**config.mk**
```make
export PLATFORM = sky130hd
export DESIGN_NAME = dvsrc_ramp_control
export DESIGN_NICKNAME = d
export VERILOG_FILES = /design/src/hdl/dvsrc_ramp_control.v /design/src/hdl/dvsrc_stepper.v
export VERILOG_INCLUDE_DIRS = /design/src /design/src/hdl
export SDC_FILE = /design/constraint.sdc
export NUM_CORES = 1
export LEC_CHECK = 0
export BUFFER_PORTS_ARGS = -buffer_cell sky130_fd_sc_hd__buf_2
export CORE_MARGIN = 2
export CORE_UTILIZATION = 50
export DETAILED_ROUTE_END_ITERATION = 10
export PLACE_DENSITY = 0.71
export SETUP_SLACK_MARGIN = 0.1
export SYNTH_ARGS = -nofsm -noshare
export SYNTH_HDL_FRONTEND = slang
export SYNTH_SLANG_ARGS = --single-unit
export TNS_END_PERCENT = 30
```
**constraint.sdc**
```tcl
create_clock -name clk -period 3.2 [get_ports clk]
set_input_delay 0.64 -clock clk [delete_from_list [all_inputs] [get_ports clk]]
set_output_delay 0.64 -clock clk [all_outputs]
set_load 0.01 [all_outputs]
```
**src/hdl/dvsrc_defines.vh**
```
// register offsets, fields, reset values and timing counts
`ifndef DVSRC_DEFINES_VH
`define DVSRC_DEFINES_VH
`define DVSRC_ADDR_RAMP        8'h1A
`define DVSRC_ADDR_LDO         8'h1B
`define DVSRC_RAMP_TRIG_BIT    7
`define DVSRC_RAMP_AUTO_BIT    6
`define DVSRC_RAMP_RATE_MSB    2
`define DVSRC_LDO_CODE_MSB     5
`define DVSRC_RATE_RESET       3'h6
`define DVSRC_RATE_IMMEDIATE   3'h7
`define DVSRC_LDO_RESET        6'h33
`define DVSRC_CLK_MHZ          250
`define DVSRC_DWELL_MIN_NS     2500
`define DVSRC_DWELL_MIN_CYC    ((`DVSRC_DWELL_MIN_NS * `DVSRC_CLK_MHZ) / 1000)
`define DVSRC_BLANK_MS         5
`define DVSRC_BLANK_CYC        (`DVSRC_BLANK_MS * `DVSRC_CLK_MHZ * 1000)
`endif

```
**src/hdl/dvsrc_ramp_control.v**
```verilog
// ramp-rate and linear regulator setpoint control
`timescale 1ns/100ps
`default_nettype none
`include "dvsrc_defines.vh"
module dvsrc_ramp_control #(
  parameter W          = 6,
  parameter BLANK_CYC  = `DVSRC_BLANK_CYC,
  parameter DWELL_CYC  = `DVSRC_DWELL_MIN_CYC
) (
  input  wire         clk,
  input  wire         reset_n,
  input  wire         reg_wr,
  input  wire         reg_rd,
  input  wire [7:0]   reg_addr,
  input  wire [7:0]   reg_wdata,
  input  wire         unlocked,
  input  wire         buck_a_set_wr,
  input  wire [W-1:0] buck_a_set,
  input  wire         buck_b_set_wr,
  input  wire [W-1:0] buck_b_set,
  output reg  [7:0]   reg_rdata,
  output reg  [W-1:0] core_buck_a_code,
  output reg  [W-1:0] core_buck_b_code,
  output reg          ramp_busy,
  output reg  [5:0]   linear_reg_code,
  output reg          monitor_blank
);
  reg          trig;
  reg          auto_apply_select;
  reg  [2:0]   rate;
  reg  [W-1:0] set_a;
  reg  [W-1:0] set_b;
  reg  [23:0]  dwell_cnt;
  reg  [31:0]  blank_cnt;
  reg          load;
  reg  [W-1:0] tgt_a;
  reg  [W-1:0] tgt_b;
  wire [W-1:0] a_code;
  wire [W-1:0] b_code;
  wire         a_busy;
  wire         b_busy;
  wire         step_en;
  wire         wr_ramp;
  wire         wr_ldo;
  wire         rd_ramp;
  wire         rd_ldo;
  wire         rate_imm;

  // dwell cycles for a rate code, 2.5 us at code 6, doubling for each code below 6
  function [23:0] dwell_of;
    input [2:0] code;
    begin
      dwell_of = DWELL_CYC[23:0] << (3'h6 - code);
    end
  endfunction

  // register offset match
  function hit;
    input [7:0] addr;
    input [7:0] offs;
    begin
      hit = (addr == offs);
    end
  endfunction

  assign wr_ramp = reg_wr && hit(reg_addr, `DVSRC_ADDR_RAMP);
  assign wr_ldo  = reg_wr && hit(reg_addr, `DVSRC_ADDR_LDO);
  assign rd_ramp = reg_rd && hit(reg_addr, `DVSRC_ADDR_RAMP);
  assign rd_ldo  = reg_rd && hit(reg_addr, `DVSRC_ADDR_LDO);
  assign rate_imm = (rate == `DVSRC_RATE_IMMEDIATE);
  assign step_en = (dwell_cnt == 24'h000000);

  // register writes, setpoints and trigger
  always @(posedge clk) begin
    if (!reset_n) begin
      trig              <= 1'b0;
      auto_apply_select <= 1'b0;
      rate              <= `DVSRC_RATE_RESET;
      set_a             <= {W{1'b0}};
      set_b             <= {W{1'b0}};
      load              <= 1'b0;
      tgt_a             <= {W{1'b0}};
      tgt_b             <= {W{1'b0}};
    end else begin
      load <= 1'b0;
      if (buck_a_set_wr) begin
        set_a <= buck_a_set;
      end
      if (buck_b_set_wr) begin
        set_b <= buck_b_set;
      end
      if (auto_apply_select && (buck_a_set_wr || buck_b_set_wr)) begin
        load <= 1'b1;
      end
      if (auto_apply_select && buck_a_set_wr) begin
        tgt_a <= buck_a_set;
      end
      if (auto_apply_select && buck_b_set_wr) begin
        tgt_b <= buck_b_set;
      end
      if (trig && !load && !a_busy && !b_busy) begin
        trig <= 1'b0;
      end
      if (wr_ramp) begin
        auto_apply_select <= reg_wdata[`DVSRC_RAMP_AUTO_BIT];
        rate <= reg_wdata[`DVSRC_RAMP_RATE_MSB:0];
        if (reg_wdata[`DVSRC_RAMP_TRIG_BIT]) begin
          trig  <= 1'b1;
          load  <= 1'b1;
          tgt_a <= buck_a_set_wr ? buck_a_set : set_a;
          tgt_b <= buck_b_set_wr ? buck_b_set : set_b;
        end
      end
    end
  end

  // dwell counter, reloaded on step or load
  always @(posedge clk) begin
    if (!reset_n || load || step_en) begin
      dwell_cnt <= dwell_of(rate) - 24'h000001;
    end else begin
      dwell_cnt <= dwell_cnt - 24'h000001;
    end
  end

  // both steppers share one dwell tick
  // rate drives only core bucks
  dvsrc_stepper #(.W(W)) u_buck_a (
    .clk       (clk),
    .reset_n   (reset_n),
    .init_code ({W{1'b0}}),
    .load      (load),
    .target    (tgt_a),
    .step_en   (step_en),
    .immediate (rate_imm),
    .out_code  (a_code),
    .busy      (a_busy)
  );
  dvsrc_stepper #(.W(W)) u_buck_b (
    .clk       (clk),
    .reset_n   (reset_n),
    .init_code ({W{1'b0}}),
    .load      (load),
    .target    (tgt_b),
    .step_en   (step_en),
    .immediate (rate_imm),
    .out_code  (b_code),
    .busy      (b_busy)
  );

  // output copies of the stepper codes
  always @(posedge clk) begin
    if (!reset_n) begin
      core_buck_a_code <= {W{1'b0}};
      core_buck_b_code <= {W{1'b0}};
      ramp_busy        <= 1'b0;
    end else begin
      core_buck_a_code <= a_code;
      core_buck_b_code <= b_code;
      ramp_busy        <= a_busy | b_busy | load;
    end
  end

  always @(posedge clk) begin
    if (!reset_n) begin
      linear_reg_code <= `DVSRC_LDO_RESET;
    end else if (wr_ldo && unlocked) begin
      linear_reg_code <= reg_wdata[`DVSRC_LDO_CODE_MSB:0];
    end
  end

  always @(posedge clk) begin
    if (!reset_n) begin
      blank_cnt     <= 32'h00000000;
      monitor_blank <= 1'b0;
    end else if (wr_ldo) begin
      blank_cnt     <= BLANK_CYC;
      monitor_blank <= 1'b1;
    end else if (blank_cnt != 32'h00000000) begin
      blank_cnt     <= blank_cnt - 32'h00000001;
      monitor_blank <= (blank_cnt != 32'h00000001);
    end
  end

  always @(posedge clk) begin
    if (!reset_n) begin
      reg_rdata <= 8'h00;
    end else if (rd_ramp) begin
      reg_rdata <= {trig, auto_apply_select, 3'h0, rate};
    end else if (rd_ldo) begin
      reg_rdata <= {2'h0, linear_reg_code};
    end else if (reg_rd) begin
      reg_rdata <= 8'h00;
    end
  end
endmodule
`default_nettype wire

```
**src/hdl/dvsrc_stepper.v**
```verilog
// one core buck setpoint stepper toward its target code
`timescale 1ns/100ps
`default_nettype none
module dvsrc_stepper #(
  parameter W = 6
) (
  input  wire         clk,
  input  wire         reset_n,
  input  wire [W-1:0] init_code,
  input  wire         load,
  input  wire [W-1:0] target,
  input  wire         step_en,
  input  wire         immediate,
  output reg  [W-1:0] out_code,
  output reg          busy
);
  reg [W-1:0] goal;
  always @(posedge clk) begin
    if (!reset_n) begin
      goal     <= {W{1'b0}};
      out_code <= {W{1'b0}};
      busy     <= 1'b0;
    end else if (load) begin
      goal <= target;
      busy <= (target != out_code);
    end else if (busy) begin
      if (immediate || out_code == goal) begin
        out_code <= goal;
        busy     <= 1'b0;
      end else if (step_en) begin
        if (out_code < goal) begin
          out_code <= out_code + {{(W-1){1'b0}}, 1'b1};
        end else begin
          out_code <= out_code - {{(W-1){1'b0}}, 1'b1};
        end
      end
    end else if (out_code == {W{1'b0}} && goal == {W{1'b0}}) begin
      out_code <= init_code;
      goal     <= init_code;
    end
  end
endmodule
`default_nettype wire

```
==> results by group, run 1 <==
Power
  • Sequential Power Share: 36.6%
  • NetSw: ~1900 µW
  • Peak supply drop: between 0.0006 and 0.0007 V
  • Leakage Power: ~0.0035 µW
  • Clk pwr share: 35.7%
  • Sw Share: 31.86%
  • PwrDens: around 690 nW/µm²
  • Int Pwr: 3961 µW
  • Power, Total: between 5000 and 6000 µW
  • Combinational Power Share: 27.7%

Critical path
  • Crit start category: flip-flop
  • WS Path Type: reg -> reg
  • Worst Path Required: about 3.6 ns
  • Crit path DAT: between 3 and 4 ns
  • Crit path capture type: flip-flop
  • Crit path max fanout: 3

Drt
  • Via/cell ratio: 5.557
  • DRT Wirelength: between 15000 and 20000 µm
  • DR WL/cell: 14.91 µm
  • Initial DRT Pass Iterations: 5
  • Via count: between 6000 and 7000
  • DRT antenna net count: 0
  • # DRC: 0
  • DRT iter0 DRCs: approximately 440

Timing
  • Fmax: around 0.34 GHz
  • Final Max Tran Viols: 0
  • Rel. slew slack: about half
  • Final WS setup: 0.2345 ns
  • Hold_ws: between 0.4 and 0.5 ns
  • Fin crit share: between 90% and 100%
  • Final number of setup-violating endpoints: 0
  • Worst-Margin Slew: approximately 0.75 ns
  • Final setup TNS: 0 ns
  • RSZ-0062 raised after global routing: false
  • Fin crit period: 2.965 ns
  • Clock Skew: 0.006579 ns
  • Final hold viol count: 0

Die
  • Total I/O pin count: between 60 and 70
  • Die height: roughly 120 µm
  • Die W: approximately 120 µm
  • Die area: approximately 15000 µm²
  • Initial Util: between 50% and 60%
  • Core Rows: 43
  • Core Area: 13830 µm²

Status
  • Status: finished clean

Place
  • GP Congestion: around 0.88
  • Place WS: approximately 0.17 ns
  • Placed Area: ~7700 µm²
  • Post-DP HPWL: around 11000 µm
  • I/O Buffers: slightly above 60

Global routing
  • Antenna violations before repair: 1
  • Global-route wire length before repair: 27070 µm
  • Total track usage: between 20 and 25%
  • Largest net degree at the start of global routing: between 60 and 70
  • Vias in the first global route: 5680
  • GRT overflow: 0

Logic synthesis
  • Post-Syn Area per Cell: about 8.6 µm²
  • Largest area contributor in the synthesized netlist: dfxtp_1
  • Largest cells by area after synthesis: dfxtp_1, nor2_1, ha_1, a21oi_1, mux2i_1
  • Top cell type's share of synthesized area: 39.67%
  • Syn Nets: between 800 and 900
  • Yosys warnings: 0
  • Top post-synthesis cells by count: dfxtp_1, nor2_1, a21oi_1
  • Synthesized flop and latch total: 140
  • Seq/Total Area, Yosys: 39.67%
  • Most common flop cell mapped by yosys: dfxtp_1
  • Syn Std Cell Area: around 7000 µm²
  • Most frequent cell after synthesis: dfxtp_1
  • Number of flops mapped to enable cells by yosys: 0
  • Yosys cell types: 66
  • Synth Instances: 823
  • Async SR Flop Fraction: 0%

Finish
  • Area Overhead vs Synth: 19.39%
  • Fillers: about 1200
  • Fin nets: 970
  • ANT cells: 0
  • Share of layout cells above drive strength 1: 17.05%
  • Design area: ~8400 µm²

Clock tree
  • Clock Sinks: 140
  • Worst-skew pair later-pin latency: about 0.42 ns
  • CTS clk-pin slew, worst paths: roughly 0.06 ns
  • CTS tree: done
  • CTS root buffer: clkbuf_16
  • CTS H-tree depth: 4
  • Cts hold-fix bufs: 0
  • Maximum clock insertion buffer count: 2
  • CTS Buf Count: 17

Hold path
  • Tightest Hold Check Type: in -> reg

Flow run
  • Max cap viols: 0
==> critical path, cell delays in order, from the launching register on <==
cell	delay [ns]
dfxtp_2	0.33
inv_1	0.05
ha_1	0.31
a21oi_1	0.16
nand2_1	0.09
a211o_4	0.36
ha_1	0.28
a21o_1	0.20
a311o_1	0.36
a21oi_2	0.14
xor3_1	0.21
mux2_2	0.28
o2bb2ai_2	0.12
==> worst paths after layout <==
| check | cells past startpoint | start | slack, ns | endpoint |
|---|---|---|---|---|
| max | 12 | u_buck_b.goal[4] | 0.23 | u_buck_b.out_code[5] |
| min | 3 | reg_wdata[4] | 0.45 | linear_reg_code[4] |
| max reg2reg | 12 | u_buck_b.goal[4] | 0.23 | u_buck_b.out_code[5] |
| min reg2reg | 2 | u_buck_a.out_code[0] | 0.46 | core_buck_a_code[0] |
==> registers in the layout (all words and copies together), names as in the netlist, 3 cells and up <==
signal and count:
dwell_cnt 24, core_buck_a_code 6, tgt_b 6, u_buck_b.goal 6, u_buck_a.goal 6, blank_cnt 32, u_buck_a.out_code 6, u_buck_b.out_code 6
core_buck_b_code 6, rate 3, tgt_a 6, reg_rdata 8, set_b 6, linear_reg_code 6, set_a 6
==> metrics by stage <==
step                utilization [%]  cells
global route                  61.01   1095
global placement              55.62   1059
floorplan                         -    823
finish                        61.01   1095
CTS                           60.09   1091
detailed placement            55.62   1059
==> power by group through the flow <==
stage          clock network (µW)  logic (µW)  registers, µW
2_1_floorplan                   0        1280           2120
5_1_grt                      2170        1840           2160
3_5_place_dp                    0        1590           2160
4_1_cts                      2110        1610           2120
6_report                     2080        1610           2130
3_3_place_gp                    0        1580           2150
==> cell type report <==
cell class | instances | area (µm²) | area share (%)
Multi-Input combinational cell | 623 | 4119 | 48.83
Sequential cell | 140 | 2809 | 33.30
Timing Repair Buffer | 95 | 570.5 | 6.764
Clock buffer | 22 | 454.2 | 5.384
Inverter | 25 | 93.84 | 1.112
Tap cell | 180 | 225.2 | 2.670
Clock inverter | 10 | 163.9 | 1.943
==> kinds of logic (layout without fill, tap and decap cells) <==
| kind of cell | after synthesis | count (layout) | share of synthesized area, % |
|---|---|---|---|
| compound gates | 154 | 154 | 14.17 |
| xor+xnor | 61 | 61 | 7.987 |
| fa+ha+maj | 33 | 33 | 6.056 |
| buf+inv | 60 | 152 | 3.365 |
| flops | 140 | 140 | 39.67 |
| mux | 30 | 30 | 4.303 |
| simple gates | 345 | 345 | 24.46 |
==> routing by layer <==
metal	global-route usage (%)	vias up	part of all wire, %
met1	30.39	2816	48
met5	0	-	0.080
li1	-	3094	-
met4	7.256	2	1.2
met3	5.344	19	4.7
met2	36.08	154	46
==> cells in the final DEF (no fill, tap or decap), types with 4 or more instances in the layout <==
master     count
dfxtp_1      135
nor2_1       116
buf_2         62
nand2_1       53
a21oi_1       52
nand3_1       41
buf_4         32
o21ai_0       31
nor3_1        30
xor2_1        30
xnor2_1       29
ha_1          29
mux2i_1       27
inv_1         24
nor4_1        18
clkbuf_16     17
nand2b_1      16
a2111oi_0     13
and2_1        13
or4_1         10
nand4_1        8
or3_1          8
a21o_1         6
o211ai_1       5
dfxtp_2        5
or4_4          4
o21a_1         4
o2bb2ai_1      4
bufinv_16      4
clkbuf_1       4
==> timing repair <==
| item | 4_1_cts | 5_1_grt |
|---|---|---|
| setup buffers | 0 | 4 |
| resized for setup | 0 | 17 |
| setup endpoints to repair | 0 | 10 |
Power figures use the tool's default switching activity.
==> run 2, diff against run 1 <==
--- a/config.mk
+++ b/config.mk
@@ -6,11 +6,12 @@
 export SDC_FILE = /design/constraint.sdc
 export NUM_CORES = 1
 export LEC_CHECK = 0
+export ABC_AREA = 1
 export BUFFER_PORTS_ARGS = -buffer_cell sky130_fd_sc_hd__buf_2
 export CORE_MARGIN = 2
-export CORE_UTILIZATION = 50
+export CORE_UTILIZATION = 45
 export DETAILED_ROUTE_END_ITERATION = 10
-export PLACE_DENSITY = 0.71
+export PLACE_DENSITY = 0.65
 export SETUP_SLACK_MARGIN = 0.1
 export SYNTH_ARGS = -nofsm -noshare
 export SYNTH_HDL_FRONTEND = slang
==> constraint.sdc (replaced) <==
create_clock -name clk -period 3.2 [get_ports clk]
set_input_delay 0.32 -clock clk [delete_from_list [all_inputs] [get_ports clk]]
set_output_delay 0.32 -clock clk [all_outputs]
set_load 0.01 [all_outputs]
==> results by group, run 2 <==
Status
  • Status: finished clean

Die
  • Total I/O pin count: 63 (unchanged)
  • Die area: 18180 µm² (+20%)
  • Die W: 134.8 µm (+9.7%)
  • Initial Util: 46.27% (-4.8 points)
  • Core Area: 16640 µm² (+20%)
  • Core Rows: 47 (+9.3%)
  • Die height: 134.8 µm (+9.7%)

Critical path
  • WS Path Type: reg -> reg
  • Worst Path Required: 3.49 ns (-0.06 ns)
  • Crit path capture type: flip-flop
  • Crit path max fanout: 6 (+3)
  • Crit path DAT: 3.03 ns (-0.29 ns)
  • Crit start category: flip-flop

Global routing
  • Largest net degree at the start of global routing: 48 (-28%)
  • Antenna violations before repair: 0 (-1)
  • GRT overflow: 0 (unchanged)
  • Global-route wire length before repair: 31860 µm (+18%)
  • Total track usage: 21.88% (-0.81 points)
  • Vias in the first global route: 6805 (+20%)

Timing
  • Final setup TNS: 0 ns (unchanged)
  • Final Max Tran Viols: 0 (unchanged)
  • Rel. slew slack: 60.24% (+11 points)
  • Fin crit period: 2.748 ns (-0.2179 ns)
  • RSZ-0062 raised after global routing: false
  • Final hold viol count: 0 (unchanged)
  • Fin crit share: 85.86% (-6.8 points)
  • Final number of setup-violating endpoints: 0 (unchanged)
  • Fmax: 0.3640 GHz (+7.9%)
  • Clock Skew: 0.008997 ns (+0.002418 ns)
  • Worst-Margin Slew: 0.5901 ns (-0.1638 ns)

Logic synthesis
  • Async SR Flop Fraction: 0% (unchanged)
  • Yosys cell types: 44 (-33%)
  • Synthesized flop and latch total: 140 (unchanged)
  • Largest area contributor in the synthesized netlist: dfxtp_1
  • Most common flop cell mapped by yosys: dfxtp_1
  • Number of flops mapped to enable cells by yosys: 0 (unchanged)
  • Synth Instances: 1135 (+38%)
  • Largest cells by area after synthesis: dfxtp_1, nand2_1, nor2_1, inv_1, ha_1
  • Most frequent cell after synthesis: nand2_1
  • Seq/Total Area, Yosys: 36.39% (-3.3 points)
  • Post-Syn Area per Cell: 6.785 µm² (-21%)
  • Syn Nets: 1203 (+35%)
  • Yosys warnings: 0 (unchanged)
  • Syn Std Cell Area: 7701 µm² (+9.0%)
  • Top post-synthesis cells by count: nand2_1, nor2_1, inv_1
  • Top cell type's share of synthesized area: 36.39% (-3.3 points)

Clock tree
  • CTS H-tree depth: 4 (unchanged)
  • Post CTS Setup Buffer Count: 0 (unchanged)
  • CTS Buf Count: 17 (unchanged)
  • Cts hold-fix bufs: 0 (unchanged)
  • Maximum clock insertion buffer count: 2 (unchanged)
  • Worst-skew pair later-pin latency: 0.43 ns (about the same)
  • Clock Sinks: 140 (unchanged)
  • # resized after CTS: 0 (unchanged)
  • CTS clk-pin slew, worst paths: 0.07 ns (about the same)
  • CTS tree: done
  • CTS root buffer: clkbuf_16

Finish
  • Commonest non-fill, non-tap cell in the layout: nand2_1
  • Fin nets: 1263 (+30%)
  • Biggest regs: blank_cnt: 32 flops, dwell_cnt: 24 flops, reg_rdata: 8 flops
  • Area Overhead vs Synth: 14.38%
  • Biggest register: blank_cnt
  • Fillers: 1683 (+37%)
  • Final core utilization: 52.93% (-8.1 points)
  • Largest register FFs: 32 (unchanged)
  • Most frequent cells in the layout: nand2_1, nor2_1, inv_1
  • Share of layout cells above drive strength 1: 12.00% (-5.0 points)
  • ANT cells: 0 (unchanged)

Drt
  • DR WL/cell: 13.21 µm (-11%)
  • DRT iter0 DRCs: 364 (-17%)
  • DRT antenna net count: 0 (unchanged)
  • Via count: 7188 (+18%)
  • # DRC: 0 (unchanged)
  • DRT Wirelength: 18860 µm (+16%)
  • Via/cell ratio: 5.034 (-9.4%)
  • Initial DRT Pass Iterations: 5 (unchanged)

Power
  • Leakage Power: 0.004258 µW (+23%)
  • PwrDens: 651.3 nW/µm² (-5.5%)
  • Peak supply drop: 0.0004738 V (-24%)

Place
  • I/O Buffers: 62 (unchanged)
  • Post-DP HPWL: 13920 µm (+22%)
  • GP Congestion: 0.8919 (+1.4%)

Hold path
  • Tightest Hold Check Type: in -> reg

Flow run
  • Max cap viols: 0 (unchanged)
-- run 2: cell count changes in the layout (fill, tap and decap cells not counted), sizes merged, moves of 19 or more --
| cell | before | now |
|---|---|---|
| nand2 | 53 | 278 |
| inv | 26 | 162 |
| nor2 | 117 | 167 |
| o21ai | 35 | 72 |
| mux2i | 27 | 0 |
| buf | 95 | 72 |
| nand3 | 42 | 65 |
| xnor2 | 29 | 10 |
-- run 2: worst paths after layout --
path	startpoint	to	cells after the start	slack (ns)
worst max-delay path	u_buck_a.out_code[1]	u_buck_a.out_code[5]	15	0.45
worst min-delay path	reg_wdata[4]	linear_reg_code[4]	3	0.09
worst max register to register	u_buck_a.out_code[1]	u_buck_a.out_code[5]	15	0.45
worst min register to register	dwell_cnt[23]	dwell_cnt[23]	2	0.44
-- run 2: kinds of logic (layout without fill, tap and decap cells) --
kind of cell | after synthesis | in the layout | share of synthesized area [%]
buffers and inverters | 186 | 259 | 9.586
and+or+nand+nor | 566 | 566 | 31.88
DFF | 140 | 140 | 36.39
adders and majority gates | 33 | 33 | 5.556
xor gates and xnor gates | 38 | 38 | 4.322
AOI/OAI and AO/OA | 172 | 172 | 12.27
-- run 2: worst max-delay path, stage by stage, from the launching register on --
cell and delay (ns):
dfxtp_1 0.48, ha_1 0.30, inv_1 0.06, nor2_1 0.03
o21ai_0 0.15, o211ai_1 0.28, ha_1 0.43, a21oi_1 0.16
nand2_1 0.08, nand2_1 0.07, nand2_1 0.06, a21oi_1 0.15
xor2_1 0.15, nand2_1 0.06, nand3_1 0.06, o21ai_0 0.08
-- run 2: per-stage QoR --
stage	area (µm²)	hold slack (ns)	setup WS (ns)	total power [µW]	std cells
6_report	8808	0.09287	0.4524	5737	1428
5_1_grt	8808	0.1066	0.2072	6155	1428
4_1_cts	8808	0.08284	0.4599	5783	1428
3_5_place_dp	8205	0.4327	0.4726	3736	1396
3_3_place_gp	8205	0.4364	0.5451	3716	1396
2_1_floorplan	7701	0.4219	0.7852	3402	1135
-- run 2: where the power goes --
part	switching (µW)	internal, µW	leakage (µW)
logic	1020	569	0.00283
clock network	853	1180	0.000293
registers	174	1950	0.00114
total	2040	3690	0.00426
-- run 2: layout make-up --
| type | count | area (µm²) | share of cell area [%] |
|---|---|---|---|
| clock buffers | 17 | 425.4 | 4.830 |
| clock inverters | 15 | 177.7 | 2.017 |
| inverters | 155 | 581.8 | 6.605 |
| multi-input cells | 809 | 4160 | 47.23 |
| flip-flops and latches | 140 | 2803 | 31.82 |
| well taps | 220 | 275.3 | 3.125 |
| repair buffers | 72 | 385.4 | 4.375 |
-- run 2: layer usage --
layer,part of all wire [%],GRT usage (%)
met1,46,28.43
met2,47,35.90
met5,0,0
met4,2.1,7.427
met3,5.1,4.992
